$ cat src/common/suig_pkg.sv
package suig_pkg;

  localparam int ADDR_W = 8;
  localparam int DATA_W = 16;
  localparam int NUM_CH = 8;
  localparam int GLB_W = 11;
  localparam int CHST_W = 5;
  localparam int REF_CLK_HZ = 50000000;

  // Fixed register addresses, so software always finds status here
  localparam logic [7:0] OFF_GIE = 8'h00;
  localparam logic [7:0] OFF_GIF = 8'h01;
  localparam logic [7:0] OFF_SRST = 8'h02;
  localparam logic [7:0] OFF_CHREQ = 8'h03;
  localparam logic [7:0] OFF_CFGA_BASE = 8'h10;
  localparam logic [7:0] OFF_CFGB_BASE = 8'h18;
  localparam logic [7:0] OFF_CHST_BASE = 8'h20;

  localparam int BIT_CONF = 10;
  localparam int BIT_ERR = 9;
  localparam int BIT_SRST = 8;

  localparam int ST_SERVICED = 0;
  localparam int ST_BREAK = 1;
  localparam int ST_FRAMING = 2;
  localparam int ST_PARITY = 3;
  localparam int ST_REJECT = 4;

  localparam logic [3:0] CHAR_LEN_MIN = 4'h6;
  localparam logic [3:0] CHAR_LEN_MAX = 4'hC;
  localparam int BAUD_MIN = 300;
  localparam int BAUD_MAX = 230400;

  localparam logic [1:0] OVS_NONE = 2'h0;
  localparam logic [1:0] OVS_X8 = 2'h1;
  localparam logic [1:0] OVS_X16 = 2'h2;
  localparam logic [1:0] OVS_RSVD = 2'h3;

  localparam logic [10:0] GIE_RST = 11'h000;
  localparam logic [13:0] CFGA_RST = 14'h0880;
  localparam logic [15:0] CFGB_RST = 16'h01FF;

  typedef struct packed {
    logic [1:0] oversample;
    logic [3:0] rx_char_length;
    logic [3:0] tx_char_length;
    logic [1:0] rx_lane_select;
    logic [1:0] tx_lane_select;
  } suig_cfga_t;

  typedef struct packed {
    logic parity_irq_enable;
    logic framing_irq_enable;
    logic break_irq_enable;
    logic [4:0] fine_bit_clock_divider;
    logic [7:0] coarse_bit_clock_divider;
  } suig_cfgb_t;

  typedef struct packed {
    logic parity_err;
    logic framing_err;
    logic break_err;
  } suig_err_t;

endpackage

$ cat src/rtl/suig_top.sv
// The implementer's own choices: the placing of the registers and the plain strobed port.
`timescale 1ns/1ps
`default_nettype none
module suig_top #(
  parameter int NUM_CH = suig_pkg::NUM_CH,
  parameter int REF_CLK_HZ = suig_pkg::REF_CLK_HZ
) (
  // Clock and reset
  input wire logic CORE_CLK_I,
  input wire logic NRST_I,
  // Register port
  input wire logic [suig_pkg::ADDR_W-1:0] REG_ADDR_I,
  input wire logic [suig_pkg::DATA_W-1:0] REG_WDATA_I,
  input wire logic REG_WR_I,
  input wire logic REG_RD_I,
  output logic [suig_pkg::DATA_W-1:0] REG_RDATA_O,
  // Channel engine
  input wire logic [NUM_CH-1:0] CHAN_DONE_I,
  input wire suig_pkg::suig_err_t [NUM_CH-1:0] CHAN_ERR_I,
  output logic [NUM_CH-1:0] CHAN_BUSY_O,
  output suig_pkg::suig_cfga_t [NUM_CH-1:0] CHAN_CFGA_O,
  output suig_pkg::suig_cfgb_t [NUM_CH-1:0] CHAN_CFGB_O,
  // Interrupt
  output logic IRQ_O
);

  // Channel decode and the flag layout assume exactly eight channels
  if (NUM_CH != suig_pkg::NUM_CH) begin : g_bad_ch
    $error("NUM_CH must be 8");
  end

  logic [suig_pkg::GLB_W-1:0] irq_enable;
  logic [suig_pkg::GLB_W-1:0] irq_flags;
  logic [suig_pkg::GLB_W-1:0] flag_set;
  logic [suig_pkg::GLB_W-1:0] flag_clr;
  logic [2:0] ch_idx;
  logic wr_gie;
  logic wr_gif;
  logic wr_cfga;
  logic wr_cfgb;
  logic wr_chst;
  logic srst_req;
  logic cfg_write;
  logic cand_ok;
  suig_pkg::suig_cfga_t cand_a;
  suig_pkg::suig_cfgb_t cand_b;
  logic [NUM_CH-1:0] req_bits;
  logic [NUM_CH-1:0] serviced_evt;
  logic [NUM_CH-1:0] serviced_q;
  logic [NUM_CH-1:0] err_any;
  logic [NUM_CH-1:0] err_q;
  logic cfg_ok;
  logic srst_done;
  logic [suig_pkg::CHST_W-1:0] chst [NUM_CH];
  logic [suig_pkg::DATA_W-1:0] next_rdata;

  // Address decode
  always_comb begin
    ch_idx = REG_ADDR_I[2:0];
    wr_gie = REG_WR_I && (REG_ADDR_I == suig_pkg::OFF_GIE);
    wr_gif = REG_WR_I && (REG_ADDR_I == suig_pkg::OFF_GIF);
    srst_req = REG_WR_I && (REG_ADDR_I == suig_pkg::OFF_SRST) && REG_WDATA_I[0];
    req_bits = (REG_WR_I && (REG_ADDR_I == suig_pkg::OFF_CHREQ)) ?
               REG_WDATA_I[NUM_CH-1:0] : '0;
    wr_cfga = REG_WR_I && (REG_ADDR_I[7:3] == suig_pkg::OFF_CFGA_BASE[7:3]);
    wr_cfgb = REG_WR_I && (REG_ADDR_I[7:3] == suig_pkg::OFF_CFGB_BASE[7:3]);
    wr_chst = REG_WR_I && (REG_ADDR_I[7:3] == suig_pkg::OFF_CHST_BASE[7:3]);
    cfg_write = wr_cfga || wr_cfgb;
  end

  // A write to one half is judged together with the other stored half
  always_comb begin
    cand_a = CHAN_CFGA_O[ch_idx];
    cand_b = CHAN_CFGB_O[ch_idx];
    if (wr_cfga) begin
      cand_a = suig_pkg::suig_cfga_t'(REG_WDATA_I[13:0]);
    end
    if (wr_cfgb) begin
      cand_b = suig_pkg::suig_cfgb_t'(REG_WDATA_I);
    end
  end

  suig_cfg_check #(
    .REF_CLK_HZ(REF_CLK_HZ)
  ) u_check (
    .cfga_i(cand_a),
    .cfgb_i(cand_b),
    .valid_o(cand_ok)
  );

  // Global enable; upper bits are not stored
  always_ff @(posedge CORE_CLK_I) begin
    if (!NRST_I) begin
      irq_enable <= suig_pkg::GIE_RST;
    end else if (wr_gie) begin
      irq_enable <= REG_WDATA_I[suig_pkg::GLB_W-1:0];
    end
  end

  // Channel settings; an invalid set is refused and the old one kept
  always_ff @(posedge CORE_CLK_I) begin
    if (!NRST_I || srst_req) begin
      for (int n = 0; n < NUM_CH; n++) begin
        CHAN_CFGA_O[n] <= suig_pkg::suig_cfga_t'(suig_pkg::CFGA_RST);
        CHAN_CFGB_O[n] <= suig_pkg::suig_cfgb_t'(suig_pkg::CFGB_RST);
      end
    end else if (cfg_write && cand_ok) begin
      CHAN_CFGA_O[ch_idx] <= cand_a;
      CHAN_CFGB_O[ch_idx] <= cand_b;
    end
  end

  // Configuration and soft reset completion, one cycle after the work
  always_ff @(posedge CORE_CLK_I) begin
    if (!NRST_I) begin
      cfg_ok <= 1'b0;
      srst_done <= 1'b0;
    end else begin
      cfg_ok <= cfg_write && cand_ok;
      srst_done <= srst_req;
    end
  end

  // Outstanding requests; a new request beats a completion
  always_ff @(posedge CORE_CLK_I) begin
    if (!NRST_I || srst_req) begin
      CHAN_BUSY_O <= '0;
    end else begin
      CHAN_BUSY_O <= (CHAN_BUSY_O & ~CHAN_DONE_I) | req_bits;
    end
  end

  // Completions without a request are ignored
  always_comb begin
    serviced_evt = CHAN_DONE_I & CHAN_BUSY_O;
  end

  // Second stage so the global flag trails the channel status
  always_ff @(posedge CORE_CLK_I) begin
    if (!NRST_I) begin
      serviced_q <= '0;
      err_q <= '0;
    end else begin
      serviced_q <= serviced_evt;
      err_q <= err_any;
    end
  end

  for (genvar n = 0; n < NUM_CH; n++) begin : g_ch
    logic [suig_pkg::CHST_W-1:0] st_set;
    logic [suig_pkg::CHST_W-1:0] st_clr;
    suig_pkg::suig_err_t err_gated;

    always_comb begin
      err_gated.break_err = CHAN_ERR_I[n].break_err &&
                            CHAN_CFGB_O[n].break_irq_enable;
      err_gated.framing_err = CHAN_ERR_I[n].framing_err &&
                              CHAN_CFGB_O[n].framing_irq_enable;
      err_gated.parity_err = CHAN_ERR_I[n].parity_err &&
                             CHAN_CFGB_O[n].parity_irq_enable;
      err_any[n] = |err_gated;
      st_set = '0;
      st_set[suig_pkg::ST_SERVICED] = serviced_evt[n];
      st_set[suig_pkg::ST_BREAK] = err_gated.break_err;
      st_set[suig_pkg::ST_FRAMING] = err_gated.framing_err;
      st_set[suig_pkg::ST_PARITY] = err_gated.parity_err;
      st_set[suig_pkg::ST_REJECT] = cfg_write && !cand_ok && (ch_idx == 3'(n));
      st_clr = '0;
      if (srst_req) begin
        st_clr = '1;
      end else if (wr_chst && (ch_idx == 3'(n))) begin
        st_clr = REG_WDATA_I[suig_pkg::CHST_W-1:0];
      end
    end

    suig_sticky #(
      .W(suig_pkg::CHST_W)
    ) u_chst (
      .clk_i(CORE_CLK_I),
      .nrst_i(NRST_I),
      .set_i(st_set),
      .clr_i(st_clr),
      .q_o(chst[n])
    );
  end

  always_comb begin
    flag_set = '0;
    flag_set[NUM_CH-1:0] = serviced_q;
    flag_set[suig_pkg::BIT_SRST] = srst_done;
    flag_set[suig_pkg::BIT_ERR] = |err_q;
    flag_set[suig_pkg::BIT_CONF] = cfg_ok;
    flag_clr = wr_gif ? REG_WDATA_I[suig_pkg::GLB_W-1:0] : '0;
  end

  suig_sticky #(
    .W(suig_pkg::GLB_W)
  ) u_flags (
    .clk_i(CORE_CLK_I),
    .nrst_i(NRST_I),
    .set_i(flag_set),
    .clr_i(flag_clr),
    .q_o(irq_flags)
  );

  // Error flag is one for all channels, so the global enable gates them all
  always_ff @(posedge CORE_CLK_I) begin
    if (!NRST_I) begin
      IRQ_O <= 1'b0;
    end else begin
      IRQ_O <= |(irq_flags & irq_enable);
    end
  end

  // Read mux; unmapped addresses and reserved bits read zero
  always_comb begin
    next_rdata = '0;
    if (REG_RD_I) begin
      if (REG_ADDR_I == suig_pkg::OFF_GIE) begin
        next_rdata[suig_pkg::GLB_W-1:0] = irq_enable;
      end else if (REG_ADDR_I == suig_pkg::OFF_GIF) begin
        next_rdata[suig_pkg::GLB_W-1:0] = irq_flags;
      end else if (REG_ADDR_I == suig_pkg::OFF_CHREQ) begin
        next_rdata[NUM_CH-1:0] = CHAN_BUSY_O;
      end else if (REG_ADDR_I[7:3] == suig_pkg::OFF_CFGA_BASE[7:3]) begin
        next_rdata[13:0] = CHAN_CFGA_O[ch_idx];
      end else if (REG_ADDR_I[7:3] == suig_pkg::OFF_CFGB_BASE[7:3]) begin
        next_rdata = CHAN_CFGB_O[ch_idx];
      end else if (REG_ADDR_I[7:3] == suig_pkg::OFF_CHST_BASE[7:3]) begin
        next_rdata[suig_pkg::CHST_W-1:0] = chst[ch_idx];
        next_rdata[suig_pkg::CHST_W] = CHAN_BUSY_O[ch_idx];
      end
    end
  end

  always_ff @(posedge CORE_CLK_I) begin
    if (!NRST_I) begin
      REG_RDATA_O <= '0;
    end else begin
      REG_RDATA_O <= next_rdata;
    end
  end

endmodule
`default_nettype wire

$ cat src/rtl/suig_sticky.sv
`timescale 1ns/1ps
`default_nettype none
module suig_sticky #(
  parameter int W = 8
) (
  // Clock and reset
  input wire logic clk_i,
  input wire logic nrst_i,
  // Events and clears
  input wire logic [W-1:0] set_i,
  input wire logic [W-1:0] clr_i,
  // Flags
  output logic [W-1:0] q_o
);

  // Set beats clear so an event in the clearing cycle survives
  always_ff @(posedge clk_i) begin
    if (!nrst_i) begin
      q_o <= '0;
    end else begin
      q_o <= (q_o & ~clr_i) | set_i;
    end
  end

endmodule
`default_nettype wire

$ cat src/rtl/suig_cfg_check.sv
`timescale 1ns/1ps
`default_nettype none
module suig_cfg_check #(
  parameter int REF_CLK_HZ = suig_pkg::REF_CLK_HZ
) (
  // Candidate settings
  input wire suig_pkg::suig_cfga_t cfga_i,
  input wire suig_pkg::suig_cfgb_t cfgb_i,
  // Verdict
  output logic valid_o
);

  logic [12:0] divisor;
  logic len_ok;
  logic baud_ok;

  always_comb begin
    divisor = 13'(cfgb_i.coarse_bit_clock_divider) * 13'(cfgb_i.fine_bit_clock_divider);
    len_ok = (cfga_i.tx_char_length >= suig_pkg::CHAR_LEN_MIN) &&
             (cfga_i.tx_char_length <= suig_pkg::CHAR_LEN_MAX) &&
             (cfga_i.rx_char_length >= suig_pkg::CHAR_LEN_MIN) &&
             (cfga_i.rx_char_length <= suig_pkg::CHAR_LEN_MAX);
    // Wide products avoid overflow for the largest divisor
    baud_ok = (divisor != 13'h0000) &&
              (48'(divisor) * 48'(suig_pkg::BAUD_MAX) >= 48'(REF_CLK_HZ)) &&
              (48'(divisor) * 48'(suig_pkg::BAUD_MIN) <= 48'(REF_CLK_HZ));
    valid_o = len_ok && baud_ok && (cfga_i.oversample != suig_pkg::OVS_RSVD);
  end

endmodule
`default_nettype wire

$ cat config.mk
export PLATFORM = sky130hd
export DESIGN_NAME = suig_top
export DESIGN_NICKNAME = d
export VERILOG_FILES = /design/src/common/suig_pkg.sv /design/src/rtl/suig_top.sv /design/src/rtl/suig_sticky.sv /design/src/rtl/suig_cfg_check.sv
export SDC_FILE = /design/constraint.sdc
export NUM_CORES = 1
export LEC_CHECK = 0
export BUFFER_PORTS_ARGS = -buffer_cell sky130_fd_sc_hd__buf_2
export CAP_MARGIN = 20
export CORE_ASPECT_RATIO = 0.9
export CORE_MARGIN = 4
export CORE_UTILIZATION = 57
export DETAILED_ROUTE_END_ITERATION = 10
export MAX_ROUTING_LAYER = met4
export PLACE_DENSITY = 0.93
export SETUP_SLACK_MARGIN = 0.2
export SLEW_MARGIN = 30
export SYNTH_ARGS = -nofsm -noshare
export SYNTH_HDL_FRONTEND = slang
export SYNTH_SLANG_ARGS = --single-unit
$ cat constraint.sdc
create_clock -name CORE_CLK_I -period 15.32 [get_ports CORE_CLK_I]
set_clock_uncertainty 0.2 [all_clocks]
set_input_delay 3.064 -clock CORE_CLK_I [delete_from_list [all_inputs] [get_ports CORE_CLK_I]]
set_output_delay 3.064 -clock CORE_CLK_I [all_outputs]
set_load 0.01 [all_outputs]
==> impl_metrics.toml, run 1 <==
[run_status]
status = "completed"

[setup_path]
cp_max_fo = 20
worst_path_largest_cell_delay_ns = 0.72
cpMostUsedCell = "ha_1"
critPathRequiredTime_ns = 15.56
reg2reg_slack_ns = 4.97
crit_type = "in -> reg"
critical_path.slowest_cell = "xor2_1"
r2r_start = "CHAN_CFGB_O[50]"
start_kind = "input pin"
endpoint_kind = "register"
r2r_end = "CHAN_CFGA_O[20]"
r2r_cells = 28
worstPathArrival_ns = 13.99

[route]
drt_iter0_drc = 2333
firstDrtPassIters = 8
ant_nets = 0
vias = 16800
drt-total-wl_um = 63600
routedWlPerCell_um = 24.8
via_per_inst = 6.56
drc = 0

[min_path]
min_path_cells = 2
hold_class = "reg -> reg"
hold_end = "u_flags.q_o[6]"
holdCritStartpoint = "serviced_q[6]"

[yosys]
synth_area_leaders = "dfxtp_1 38%, mux2i_1 15%, mux4_2 6.4%, ha_1 5.7%, nand2_1 5.6%"
synth-edff-count = 0
avgSynthCellArea_um2 = 9.82
synth_top_area_cell = "dfxtp_1"
syn_area_um2 = 18300
ys_types = 72
synthCells = 1866
yosys_register_bits = 345
synth_flop_cell = "dfxtp_1"
synth_top_area_share_pct = 37.7
synth_fp_nets = 2038
async_flop_share_pct = 0
synth_seq_area_share_pct = 37.7
yosysWarnings = 0

[clock_tree]
root_buffer = "clkbuf_16"
numCtsBuffers = 37
htreeDepth = 2
post_cts_buffers = 0
cts_buffer_depth = 3
cts_tree = "yes"
insertion_delay_ns = 0.55
clk_pin_slew_ns = 0.06
clkSinkCount = 345
cts_resized = 0
cts_hold_buf = 0

[finish]
final_util_pct = 68.1
register_area_um2 = 6910
final_common_cell = "dfxtp_1"
drive_above_1_share_pct = 23.7
fillers = 2285
stdcell_count = 2564
layout_common_cells = "345 x dfxtp_1, 322 x buf_2, 275 x mux2i_1"
fin_nets = 2297
multi_input_comb_area_um2 = 10800
area.growth.synth_to_final_pct = 16.3
final_cell_area_um2 = 21300

[grt]
grt.overflow.total = 0
first_global_vias = 16800
antenna_found_initial = 3
grt_max_degree = 121
met2_usage_pct = 53.9
track_usage_pct = 36.1
grt_pass1_wl_um = 96900
globalRouteMet3Util_pct = 11.9
busiest_layer = "met2"
use_met1_pct = 44.4

[placed_design]
io_buffer_count = 324
dp_slack_ns = 1.09
gp_congestion = 0.968
dp.cells = 2494
placed_area_um2 = 20100
dp_hpwl_um = 44800

[timing]
finalSetupViolCount = 0
tns_ns = 0
max-slew-margin-rel_pct = 31.2
rsz0062_at_grt = "no"
setup_slack_ns = 1.57
worst_slew_pin_slew_ns = 1.03
finalMaxSlewViolations = 0
holdWs_ns = 0.246
period_needed_ns = 13.75
max_freq_mhz = 72.7
finalCritPeriodShare_pct = 89.7
hold_viol = 0

[power_and_ir_drop]
p_int_mw = 1.65
clock_power_share_pct = 36.2
p_total_mw = 2.43
vdd_ir_drop_max_mv = 0.186
p_per_area_nw_per_um2 = 114
p_leak_nw = 10.3
pwr-share-comb_pct = 26.8
seq_power_share_pct = 37.0
p_switching_uw = 781
swShare_pct = 32.1

[floorplanning]
io_pins = 325
initial_core_util_pct = 58.5
dieHeight_um = 178
core_um2 = 31300
placementRows = 61
dieArea_um2 = 35100
die_w_um = 197

[run]
cap_viol_max_count = 0
kinds of logic (layout without fill, tap and decap cells):
family          after synthesis  after routing  share of synthesized area (%)
simple gates                579            579                           13.8
xor+xnor                     29             29                           1.39
mux                         358            358                           23.4
fa+ha+maj                   113            113                           8.85
compound gates              282            282                           11.0
buf+inv                     160            446                           3.93
other cells                   0              3                              0
flops                       345            345                           37.7
cell usage after synthesis, types with 5 or more instances:
| cell type | instances |
|---|---|
| clkbuf_1 | 69 |
| a22oi_1 | 7 |
| a31oi_1 | 17 |
| buf_2 | 27 |
| o22ai_1 | 13 |
| ha_1 | 84 |
| xnor2_1 | 14 |
| buf_6 | 7 |
| o21ai_0 | 20 |
| a21oi_1 | 91 |
| nor2b_1 | 26 |
| dfxtp_1 | 345 |
| nand2b_1 | 10 |
| and3_1 | 18 |
| and2_1 | 22 |
| a221oi_1 | 6 |
| a22o_1 | 9 |
| mux4_2 | 52 |
| a31o_2 | 10 |
| buf_4 | 9 |
| fa_1 | 28 |
| a21o_1 | 14 |
| mux2_2 | 20 |
| a211oi_1 | 5 |
| nand2_1 | 272 |
| nor3_1 | 11 |
| mux2_1 | 9 |
| buf_1 | 13 |
| a32o_1 | 27 |
| nor2_1 | 173 |
| nand3_1 | 21 |
| xor2_1 | 15 |
| a222oi_1 | 13 |
| o211ai_1 | 9 |
| inv_1 | 34 |
| mux2i_1 | 275 |
power groups by stage:
stage / Combinational [mW] / Sequential (mW) / Clock [mW]
finish: 0.652 / 0.900 / 0.880
CTS: 0.644 / 0.900 / 0.878
global placement: 0.618 / 0.920 / 0
global route: 0.722 / 0.899 / 0.918
floorplan: 0.480 / 0.920 / 0
detailed placement: 0.638 / 0.920 / 0
registers in the layout (all words and copies together), names as in the netlist:
| register | count |
|---|---|
| IRQ_O | 1 |
| g_ch.u_chst.q_o | 40 |
| u_flags.q_o | 11 |
| serviced_q | 8 |
| CHAN_CFGB_O | 128 |
| err_q | 8 |
| srst_done | 1 |
| cfg_ok | 1 |
| irq_enable | 11 |
| CHAN_CFGA_O | 112 |
| CHAN_BUSY_O | 8 |
| REG_RDATA_O | 16 |
worst max path at each step:
| stage | from | end | slack, ns | depth (start not counted) |
|---|---|---|---|---|
| 6_report | REG_ADDR_I[5] | CHAN_CFGA_O[20] | 1.57 | 32 |
| 2_1_floorplan | REG_ADDR_I[1] | CHAN_CFGA_O[0] | 3.69 | 35 |
| 3_3_place_gp | REG_ADDR_I[5] | CHAN_CFGA_O[109] | 1.39 | 32 |
| 3_5_place_dp | REG_ADDR_I[5] | CHAN_CFGA_O[35] | 1.09 | 32 |
| 4_1_cts | REG_ADDR_I[5] | CHAN_CFGA_O[28] | 1.60 | 32 |
| 5_1_grt | REG_ADDR_I[5] | CHAN_CFGA_O[20] | 1.00 | 32 |
worst max-delay path, delay by kind of cell:
family          cells  cell delay (ns)
compound gates      6             1.97
xor+xnor            2             0.93
buf+inv             5             1.37
mux                 1             0.26
simple gates        9             2.59
fa+ha+maj           9             3.74
final cells by class:
cell class / count / share of cell area [%]
tap: 409 / 2.40
antenna: 3 / 0.0352
sequential: 345 / 32.4
multi-input combinational: 1361 / 50.5
clock inverter: 15 / 0.582
inverter: 35 / 0.617
timing repair buffer: 345 / 8.49
clock buffer: 51 / 4.93
routing by layer:
layer / part of all wire, % / vias to the layer above / routed length [µm]
met5: 0 / - / 0
met4: 5.7 / 0 / 3600
met3: 14 / 286 / 8630
met2: 44 / 1276 / 28100
met1: 37 / 8062 / 23200
li1: - / 7193 / -
Power figures use the tool's default switching activity.
==> inputs of run 2 (changes only) <==
--- a/config.mk
+++ b/config.mk
@@ -9,10 +9,10 @@
 export CAP_MARGIN = 20
 export CORE_ASPECT_RATIO = 0.9
 export CORE_MARGIN = 4
-export CORE_UTILIZATION = 57
+export CORE_UTILIZATION = 55
 export DETAILED_ROUTE_END_ITERATION = 10
 export MAX_ROUTING_LAYER = met4
-export PLACE_DENSITY = 0.93
+export PLACE_DENSITY = 0.91
 export SETUP_SLACK_MARGIN = 0.2
 export SLEW_MARGIN = 30
 export SYNTH_ARGS = -nofsm -noshare
==> impl_metrics.toml, run 2 (synthesized netlist as in run 1, its figures left out) <==
[setup_path]
r2r_cells = 27
reg2reg_slack_ns = 5.20
cpMostUsedCell = "ha_1"
endpoint_kind = "register"
worst-path-stages = 30
crit_type = "in -> reg"
worst_path_largest_cell_delay_ns = 0.83
critical_path.slowest_cell = "nand4_4"
r2r_start = "CHAN_CFGB_O[98]"
start_kind = "input pin"
critical_path.startpoint = "REG_ADDR_I[5]"
critPathCapture = "CHAN_CFGA_O[83]"
worstPathArrival_ns = 13.72
r2r_end = "CHAN_CFGA_O[83]"
critPathRequiredTime_ns = 15.56
cpLargestDelayFamily = "adder cells"
path_buf_inv = 3
cp_max_fo = 33

[timing]
max_freq_mhz = 74.2
worst_slew_pin_slew_ns = 1.01
tns_ns = 0
period_needed_ns = 13.48
hold_viol = 0
finalSetupViolCount = 0
rsz0062_at_grt = "no"
finalMaxSlewViolations = 0
finalCritPeriodShare_pct = 88.0
max-slew-margin-rel_pct = 32.4
holdWs_ns = 0.245

[floorplanning]
core_um2 = 32900
dieHeight_um = 181
io_pins = 325
dieArea_um2 = 36300
die_w_um = 200
initial_core_util_pct = 55.7
placementRows = 63

[run_status]
status = "completed"

[grt]
first_global_vias = 16500
grt_pass1_wl_um = 96900
track_usage_pct = 34.2
antenna_found_initial = 2
grt.overflow.total = 0
grt_max_degree = 107

[placed_design]
dp_hpwl_um = 44300
dp.cells = 2502
gp_congestion = 1.00
placed_area_um2 = 20100
io_buffer_count = 324

[power_and_ir_drop]
p_per_area_nw_per_um2 = 118
vdd_ir_drop_max_mv = 0.164
p_leak_nw = 10.3

[finish]
layout_common_cells = "345 x dfxtp_1, 322 x buf_2, 275 x mux2i_1"
top_regs = "CHAN_CFGB_O: 128 flops, CHAN_CFGA_O: 112 flops, g_ch.u_chst.q_o: 40 flops"
fin_nets = 2292
final_cell_area_um2 = 21400
final_common_cell = "dfxtp_1"
drive_above_1_share_pct = 23.5
stdcell_count = 2569
fillers = 2449
multi_input_comb_area_um2 = 10800
largest_reg_flops = 128
largest_register = "CHAN_CFGB_O"
register_area_um2 = 6910
area.growth.synth_to_final_pct = 16.7

[min_path]
hold_class = "reg -> reg"
min_path_cells = 2

[clock_tree]
clk_pin_slew_ns = 0.06
cts_tree = "yes"
cts_hold_buf = 0
clkSinkCount = 345
htreeDepth = 2
cts_resized = 0
cts_buffer_depth = 3
post_cts_buffers = 0
numCtsBuffers = 38
insertion_delay_ns = 0.55
root_buffer = "clkbuf_16"

[route]
drt-total-wl_um = 63200
ant_nets = 0
drt_iter0_drc = 2004
via_per_inst = 6.45
vias = 16600
firstDrtPassIters = 6
routedWlPerCell_um = 24.6
drc = 0

[run]
cap_viol_max_count = 0
-- run 2: cell types whose count changed in the layout (fill, tap and decap cells not counted), moves of 2 or more --
cell,previous run,this run
nand4_2,2,0
bufinv_16,1,3
buf_4,19,15
clkbuf_8,5,8
nand4_4,2,4
clkinv_2,9,2
-- run 2: layout make-up --
| class | instances | area share (%) |
|---|---|---|
| Multi-Input combinational cell | 1361 | 50.4 |
| Tap cell | 422 | 2.47 |
| Clock buffer | 54 | 5.20 |
| Clock inverter | 11 | 0.796 |
| Inverter | 35 | 0.615 |
| Sequential cell | 345 | 32.3 |
| Antenna cell | 2 | 0.0234 |
| Timing Repair Buffer | 339 | 8.17 |
-- run 2: report_power, final --
part | switching (mW) | internal [mW]
registers | 0.00123 | 0.899
clock network | 0.389 | 0.560
logic | 0.411 | 0.253
-- run 2: metal layers --
metal,part of all wire [%],track usage (%),vias to the layer above
met2,44,51.3,1172
met5,0,-,-
met4,4.9,15.1,0
li1,-,-,7197
met1,39,43.8,7989
met3,12,9.24,224
-- run 2: worst min-delay path, cell delays in order, from the launching register on --
cell	delay [ns]
dfxtp_1	0.31
a21oi_1	0.04
nor2_1	0.06
-- run 2: through the flow --
stage	utilization (%)	power (mW)	setup slack, ns
final	65.0	2.51	1.84
after global placement	61.1	1.56	1.46
after global routing	65.0	2.62	1.23
after CTS	65.0	2.50	2.00
after detailed placement	61.1	1.57	1.49
after floorplan	-	1.40	3.69
-- run 2: worst min-delay path by stage --
| stage | startpoint | end |
|---|---|---|
| floorplan | serviced_q[0] | u_flags.q_o[0] |
| CTS | cfg_ok | u_flags.q_o[10] |
| global route | serviced_q[1] | u_flags.q_o[1] |
| detailed placement | serviced_q[4] | u_flags.q_o[4] |
| finish | cfg_ok | u_flags.q_o[10] |
| global placement | serviced_q[7] | u_flags.q_o[7] |
